$ cat src/rtl/pio_regs.svh
// Named constants for the parallel I/O card glue logic.
// Assumes inclusion by the package and the top module only.
`ifndef PIO_REGS_SVH
`define PIO_REGS_SVH
`define PIO_PORT_W        8
`define PIO_HALF_W        4
`define PIO_NPORT         3
`define PIO_IRQ_BIT       3
`define PIO_DIR_IN        1'b0
`define PIO_DIR_OUT       1'b1
`define PIO_SEL_INTERNAL  1'b0
`define PIO_SEL_EXTERNAL  1'b1
`define PIO_BUF_TRISTATE  1'b0
`define PIO_BUF_ALWAYS_ON 1'b1
`define PIO_TMR_W         16
`define PIO_TMR_CHANNELS  3
`define PIO_TMR_CHIPS_MAX 3
`define PIO_PIN_IDLE      1'b1
`endif

$ cat src/rtl/pio_pkg.sv
// Types shared by the parallel I/O card glue logic.
// Assumes the constants header is on the include path.
`include "pio_regs.svh"
package pio_pkg;
  // Direction settings: third port split into two halves
  typedef struct packed {
    logic c_hi;
    logic c_lo;
    logic b;
    logic a;
  } pio_dir_t;

  // Jumper straps, static in operation
  typedef struct packed {
    logic buf_mode;
    logic irq_source_select;
    logic port_irq_jumper;
    logic timer_irq_jumper;
  } pio_jmp_t;

  typedef enum logic [1:0] {
    PIO_IDLE = 2'b01,
    PIO_REQ  = 2'b10
  } pio_irq_st_t;
endpackage : pio_pkg

$ cat src/rtl/pio_glue.sv
// Glue logic for a 24-line buffered digital I/O card.
// Assumes field pins and jumpers are asynchronous; direction and
// buffer-enable bits come from logic on clk.
`timescale 1ns/1ps
`include "pio_regs.svh"
module pio_glue
  import pio_pkg::*;
#(
  // Fitted counter chips, one to three
  parameter int unsigned TMR_CHIPS = 1
) (
  // Clock and reset
  input  wire logic                        clk,
  input  wire logic                        resetn,
  // Software configuration
  input  wire pio_dir_t                    dir_cfg,
  input  wire logic                        buf_enable_sw,
  input  wire logic [3*`PIO_PORT_W-1:0]    port_out_data,
  // Jumpers
  input  wire pio_jmp_t                    jumpers,
  // Field side
  input  wire logic [3*`PIO_PORT_W-1:0]    field_in,
  output logic      [3*`PIO_PORT_W-1:0]    field_out,
  output logic      [3*`PIO_PORT_W-1:0]    field_oe,
  input  wire logic                        ext_irq_in,
  input  wire logic                        irq_disable_n,
  // Timer chip and transceivers
  input  wire logic                        timer_channel_two_output,
  output logic      [`PIO_NPORT:0]         xcvr_transmit,
  output logic                             xcvr_enable,
  // Host side
  output logic      [3*`PIO_PORT_W-1:0]    port_in_data,
  output logic                             host_irq
);
  localparam int PW = `PIO_PORT_W;

  // Three-stage synchronisers for all asynchronous inputs
  localparam int JW = $bits(pio_jmp_t);
  localparam int SW = 3*PW + 3 + JW;
  // Pins reset to their idle-high level, jumpers to zero: settling after
  // reset can then only fall, so it never fakes an interrupt edge
  localparam logic [SW-1:0] SYNC_RST = {{(SW-JW){`PIO_PIN_IDLE}},
                                        {JW{1'b0}}};
  logic [SW-1:0] s1_q, s2_q, s3_q;
  always_ff @(posedge clk) begin
    if (!resetn) begin
      s1_q <= SYNC_RST;
      s2_q <= SYNC_RST;
      s3_q <= SYNC_RST;
    end else begin
      s1_q <= {field_in, ext_irq_in, irq_disable_n,
               timer_channel_two_output, jumpers};
      s2_q <= s1_q;
      s3_q <= s2_q;
    end
  end

  // Accept a change once the last two stages agree
  logic [SW-1:0] in_q;
  always_ff @(posedge clk) begin
    if (!resetn) begin
      in_q <= SYNC_RST;
    end else begin
      for (int i = 0; i < SW; i++) begin
        if (s2_q[i] == s3_q[i]) begin
          in_q[i] <= s3_q[i];
        end
      end
    end
  end

  logic [3*PW-1:0] fin;
  logic            ext_s, dis_n_s, tmr_s;
  pio_jmp_t        jmp_s;
  assign {fin, ext_s, dis_n_s, tmr_s, jmp_s} = in_q;

  // Directions, reset to input so nothing drives the field
  pio_dir_t dir_q;
  always_ff @(posedge clk) begin
    if (!resetn) begin
      dir_q <= '0;
    end else begin
      dir_q <= dir_cfg;
    end
  end

  // Buffer enable per jumper
  logic buf_en_d, buf_en_q;
  always_comb begin
    if (jmp_s.buf_mode == `PIO_BUF_ALWAYS_ON) begin
      buf_en_d = 1'b1;
    end else begin
      buf_en_d = buf_enable_sw;
    end
  end
  always_ff @(posedge clk) begin
    if (!resetn) begin
      buf_en_q <= 1'b0;
    end else begin
      buf_en_q <= buf_en_d;
    end
  end

  // Lane directions from the registered settings, one bit per line
  logic [3*PW-1:0] lane_dir;
  assign lane_dir = {{`PIO_HALF_W{dir_q.c_hi}},
                     {`PIO_HALF_W{dir_q.c_lo}},
                     {PW{dir_q.b}},
                     {PW{dir_q.a}}};

  // Lane output enables, gated by the buffer enable
  logic [3*PW-1:0] oe_d;
  assign oe_d = lane_dir & {3*PW{buf_en_q}};

  // Transceiver control and lane drive
  always_ff @(posedge clk) begin
    if (!resetn) begin
      field_oe      <= '0;
      xcvr_transmit <= '0;
      xcvr_enable   <= 1'b0;
    end else begin
      field_oe      <= oe_d;
      xcvr_transmit <= dir_q;
      xcvr_enable   <= buf_en_q;
    end
  end

  // Output data, harmless while its lane is not driven
  always_ff @(posedge clk) begin
    if (!resetn) begin
      field_out <= '0;
    end else begin
      field_out <= port_out_data;
    end
  end

  // Field levels towards the host
  always_ff @(posedge clk) begin
    if (!resetn) begin
      port_in_data <= '0;
    end else begin
      port_in_data <= fin;
    end
  end

  // Interrupt source selection and edge detection
  logic src_q, tmr_q;
  logic src_now;
  always_comb begin
    if (jmp_s.irq_source_select == `PIO_SEL_EXTERNAL) begin
      src_now = ext_s;
    end else begin
      src_now = fin[2*PW + `PIO_IRQ_BIT];
    end
  end
  always_ff @(posedge clk) begin
    if (!resetn) begin
      // Idle level, matching the synchroniser reset
      src_q <= `PIO_PIN_IDLE;
      tmr_q <= `PIO_PIN_IDLE;
    end else begin
      src_q <= src_now;
      tmr_q <= tmr_s;
    end
  end

  // Timer source counts only with a fitted first counter chip
  localparam bit TMR_FITTED = (TMR_CHIPS >= 1) &&
                              (TMR_CHIPS <= `PIO_TMR_CHIPS_MAX);
  logic tmr_en;
  assign tmr_en = jmp_s.timer_irq_jumper & TMR_FITTED;

  logic port_evt, tmr_evt;
  assign port_evt = src_now & ~src_q & jmp_s.port_irq_jumper;
  assign tmr_evt  = tmr_s & ~tmr_q & tmr_en;

  // Request held until source falls; disable input gates it
  pio_irq_st_t st_q;
  always_ff @(posedge clk) begin
    if (!resetn) begin
      st_q <= PIO_IDLE;
    end else begin
      case (st_q)
        PIO_IDLE: begin
          if (port_evt || tmr_evt) begin
            st_q <= PIO_REQ;
          end
        end
        PIO_REQ: begin
          if (!(src_now && jmp_s.port_irq_jumper) &&
              !(tmr_s && tmr_en)) begin
            st_q <= PIO_IDLE;
          end
        end
        default: st_q <= PIO_IDLE;
      endcase
    end
  end

  always_ff @(posedge clk) begin
    if (!resetn) begin
      host_irq <= 1'b0;
    end else begin
      host_irq <= (st_q == PIO_REQ) & dis_n_s;
    end
  end

endmodule : pio_glue

$ cat config.mk
export PLATFORM = sky130hd
export DESIGN_NAME = pio_glue
export DESIGN_NICKNAME = d
export VERILOG_FILES = /design/src/rtl/pio_pkg.sv /design/src/rtl/pio_glue.sv
export VERILOG_INCLUDE_DIRS = /design/src /design/src/rtl
export SDC_FILE = /design/constraint.sdc
export NUM_CORES = 1
export LEC_CHECK = 0
export ABC_CLOCK_PERIOD_IN_PS = 1100
export BUFFER_PORTS_ARGS = -buffer_cell sky130_fd_sc_hd__buf_2
export CAP_MARGIN = 20
export CORE_MARGIN = 2
export CORE_UTILIZATION = 45
export CTS_CLUSTER_SIZE = 14
export DETAILED_ROUTE_END_ITERATION = 7
export PLACE_DENSITY = 0.72
export SYNTH_ARGS = -nofsm -noshare
export SYNTH_HDL_FRONTEND = slang
export SYNTH_SLANG_ARGS = --single-unit
$ cat constraint.sdc
create_clock -name clk -period 1.1 [get_ports clk]
set_clock_uncertainty 0.15 [all_clocks]
set_input_delay 0.165 -clock clk [delete_from_list [all_inputs] [get_ports clk]]
set_output_delay 0.165 -clock clk [all_outputs]
set_load 0.1 [all_outputs]
# ---- Yosys cells after proc, flatten, opt, wreduce, memory -nomap -nowiden
# Cells that the tools add are included.
dict set report classes {
  eq_ne 35
  n_bitwise 8
  n_mux 5
  reduce_logical 7
}
# operator count
set ops {}
lappend ops {{$eq A1 B1 Y1} 31}
lappend ops {{$and A24 B24 Y24} 1}
lappend ops {{$and A1 B1 Y1} 5}
lappend ops {{$mux W2} 2}
lappend ops {{$ne A2 B2 Y1 const B} 2}
lappend ops {{$pmux W2 S2} 1}
lappend ops {{$logic_and A1 B1 Y1} 3}
lappend ops {{$eq A2 B1 Y1 const B} 1}
lappend ops {{$eq A2 B2 Y1 const B} 1}
lappend ops {{$logic_not A1 Y1} 2}
lappend ops {{$mux W1} 2}
lappend ops {{$not A1 Y1} 2}
lappend ops {{$reduce_and A2 Y1} 1}
lappend ops {{$logic_or A1 B1 Y1} 1}
dict set report totals {
  in_bits 62
  reg_bits 211
  elab_cells 103
  output_inout_bits 78
}

# ---- Logic depth before layout (Yosys ltp)
dict set report logic_depth {
  ltp_word 6
  depth_mapped 4
  depth_no_buf 3
}

# ---- Least setup slack after synthesis
# OpenSTA, ideal clock, no wires.
dict set report synth_timing {
  path_kind {register to output}
  from {register field_oe[15] (netlist name)}
  to {output field_oe[10]}
  setup_slack_ps -679
  path_stages_with_launch 2
  t_required_ps 785
  t_arrival_ps 1464
  path_buffers 1
  cell_sequence {dfxtp_1 buf_4}
}
# item line
set synth_rtl {}
lappend synth_rtl {{end, declared} pio_glue.sv:24} ;# output logic [3*`PIO_PORT_W-1:0] field_oe,

==> flow_summary.json <==
{
  "cts_buffers": 17,
  "crit_buf_inv": 1,
  "grtUsageMet3_pct": 6.07,
  "io_pins": 140,
  "rr_endpoint": "st_q[1]",
  "total_leakage_power_uw": 0.00356,
  "reg2reg_slack_ns": -0.04,
  "synth-edff-count": 0,
  "synthTopCellsByCount": "dfxtp_1 (191), nand2b_1 (83), and2_1 (69)",
  "whs_ns": 0.00414,
  "max_stage_delay_ns": 0.50,
  "ys_warn_count": 0,
  "finish.net_count": 741,
  "clk_latency_ns": 0.42,
  "htreeDepth": 4,
  "fillers": 788,
  "ys_seq_area_share_pct": 68.0,
  "p_switching_uw": 3740,
  "outcome": "finished, violations left",
  "rr_startpoint": "in_q[2]",
  "p_total_uw": 15400,
  "clkTransAtPathRegs_ns": 0.06,
  "synth_fp_nets": 556,
  "combPwrFrac_pct": 12.5,
  "worstSetupStartpoint": "field_oe[7]",
  "core_area_sq_um": 12100,
  "avgSynthCellArea_sq_um": 11.4,
  "hpwl_microns": 6200,
  "whs_path_depth": 3,
  "cp-end-kind": "primary output",
  "rsz0062_at_grt": "yes",
  "power.sequential.fraction_pct": 47.7,
  "start_util_pct": 46.4,
  "synthArstFlopShare_pct": 0,
  "diodes": 0,
  "wl_per_cell_microns": 12.5,
  "synth_most_common_cell": "dfxtp_1",
  "p_per_area_nw_per_um2": 1750,
  "internal_power_uw": 11700,
  "grt_usage_pct": 16.8,
  "min_path_type": "in -> reg",
  "clock-root-buffer": "clkbuf_16",
  "antenna_left": 0,
  "crit_type": "reg -> out",
  "crit_family": "flip-flops",
  "path_cells": "buf_12",
  "final_area_sq_um": 8810,
  "synthMuxAreaShare_pct": 0.178,
  "die_width_microns": 116,
  "cts_tree": "done",
  "numPortBuffers": 139,
  "fin_tns_setup_ns": -15.23,
  "area_delta_synth_final_pct": 56.7,
  "cp.arrival_ns": 1.14,
  "drtIter0Drc": 124,
  "antenna_found_initial": 0,
  "grt.met1_usage_pct": 17.2,
  "setup_slack_ns": -0.350,
  "syn_area_sq_um": 5620,
  "clock-sinks": 191,
  "ys_ff_latch": 191,
  "drc": 0,
  "gp_congestion": 0.689,
  "placed_area_sq_um": 7560,
  "yosysTopAreaCell": "dfxtp_1",
  "grtUsageMet2_pct": 30.4,
  "synthAdderAreaFrac_pct": 0,
  "synth_xor_xnor_area_share_pct": 0,
  "setup_viol": 79,
  "hold_violations": 0,
  "power_frac_clock_pct": 39.8,
  "vias": 3769,
  "cp.required_ns": 0.78,
  "clk_path_buf_depth": 2,
  "relSlewSlack_pct": 82.7,
  "num_rows": 40,
  "violations": "negative setup slack",
  "drive_gt1_share_pct": 34.5,
  "grt.overflow.total": 0,
  "synth_ff_type": "dfxtp_1",
  "synth-compound-area-share_pct": 6.37,
  "grt-busiest-layer": "met2",
  "dieArea_sq_um": 13400,
  "synth_cell_types": 22,
  "timing.final.crit_share_pct": 132,
  "start_kind": "flop",
  "synth_top_family_by_area": "simple AND/OR/NAND/NOR gates",
  "drv_cap": 0,
  "viasPerCell": 4.38,
  "worstPathMaxFanout": 8,
  "grt_pass1_vias": 3733,
  "regArea_sq_um": 3910,
  "synth_area_leaders": "dfxtp_1 (68%), nand2b_1 (9.2%), and2_1 (7.7%)",
  "synth_top_area_share_pct": 68.0,
  "crit_path_top_delay_cell": "dfxtp_4",
  "period_needed_ns": 1.45,
  "drv_slew": 0,
  "min_from": "resetn",
  "p_sw_share_pct": 24.3,
  "ir_drop_uv": 1160,
  "wl_microns": 10700,
  "multi_input_area_sq_um": 1500,
  "yosys.area_share.simple_pct": 20.1,
  "tightest_slew_ns": 0.260,
  "r2r_cells": 3,
  "die_h_microns": 116,
  "drt_first_pass_iters": 4,
  "synthCells": 494,
  "grt_start_max_net_pins": 68,
  "min_to": "in_q[28]",
  "grt_pass1_wl_microns": 17100,
  "fmax_ghz": 0.690
}
[sequential cells by signal, indices dropped and copies added (netlist names)]
name / count
in_q: 31
s1_q: 31
s2_q: 31
s3_q: 31
field_out: 24
port_in_data: 24
dir_q: 4
field_oe: 4
xcvr_transmit: 4
st_q: 2
buf_en_q: 1
host_irq: 1
src_q: 1
tmr_q: 1
xcvr_enable: 1
[per-layer routing]
| layer | up-vias | share of wire, % |
|---|---|---|
| met2 | 113 | 52 |
| met5 | - | 0 |
| li1 | 1906 | - |
| met4 | 0 | 2.2 |
| met1 | 1731 | 40 |
| met3 | 19 | 6.0 |
[repair_timing]
action                                  CTS  global route
endpoints found under the hold margin    65             0
resized for setup                         1             6
endpoints found under the setup margin   80            88
setup buffers                             0             0
hold buffers                             64             0
pin swaps                                 0             1
[through the flow]
| stage | worst slack, ns | util [%] | instances |
|---|---|---|---|
| after floorplan | -0.123 | - | 494 |
| after global placement | -0.0232 | 62.4 | 765 |
| after detailed placement | -0.0228 | 62.4 | 765 |
| after CTS | -0.376 | 72.7 | 861 |
| after global routing | -0.390 | 72.7 | 860 |
| final | -0.350 | 72.7 | 860 |
[final cells by class]
class	instances	share of cell area (%)
flip-flops and latches	191	44.4
repair buffers	207	29.3
multi-input cells	261	17.1
clock buffers	22	5.62
well taps	168	2.39
clock inverters	10	1.21
inverters	1	0.0426
[worst max path at each step]
stage                     slack, ns           end  cells after the start
after floorplan               -0.12  field_oe[10]                      1
after global placement        -0.02       st_q[1]                      3
after detailed placement      -0.02       st_q[1]                      3
after CTS                     -0.38   field_oe[7]                      1
after global routing          -0.39  field_oe[15]                      1
final                         -0.35   field_oe[1]                      1
[cells by family after synthesis]
family	count (synthesis)
muxes	1
AOI/OAI and AO/OA	67
and+or+nand+nor	193
buffers and inverters	42
DFF	191
[power by group through the flow]
stage          combinational (uW)  clock (uW)  sequential [uW]
2_1_floorplan                 387           0             8180
3_3_place_gp                 1720           0             7490
3_5_place_dp                 1740           0             7500
4_1_cts                      1920        6240             7340
5_1_grt                      2000        6530             7360
6_report                     1920        6130             7340
[cells in the final DEF, fill, tap and decap left out, types with 27 or more instances in the layout]
master,synthesis,final
o21ai_0,31,31
nand2b_1,83,83
and2_1,69,69
dfxtp_2,0,57
nor2_1,28,28
buf_2,13,60
buf_12,0,81
a21oi_1,29,27
dfxtp_1,191,129
dlygate4sd3_1,0,62
No activity file was read; power rests on OpenSTA's default activity.
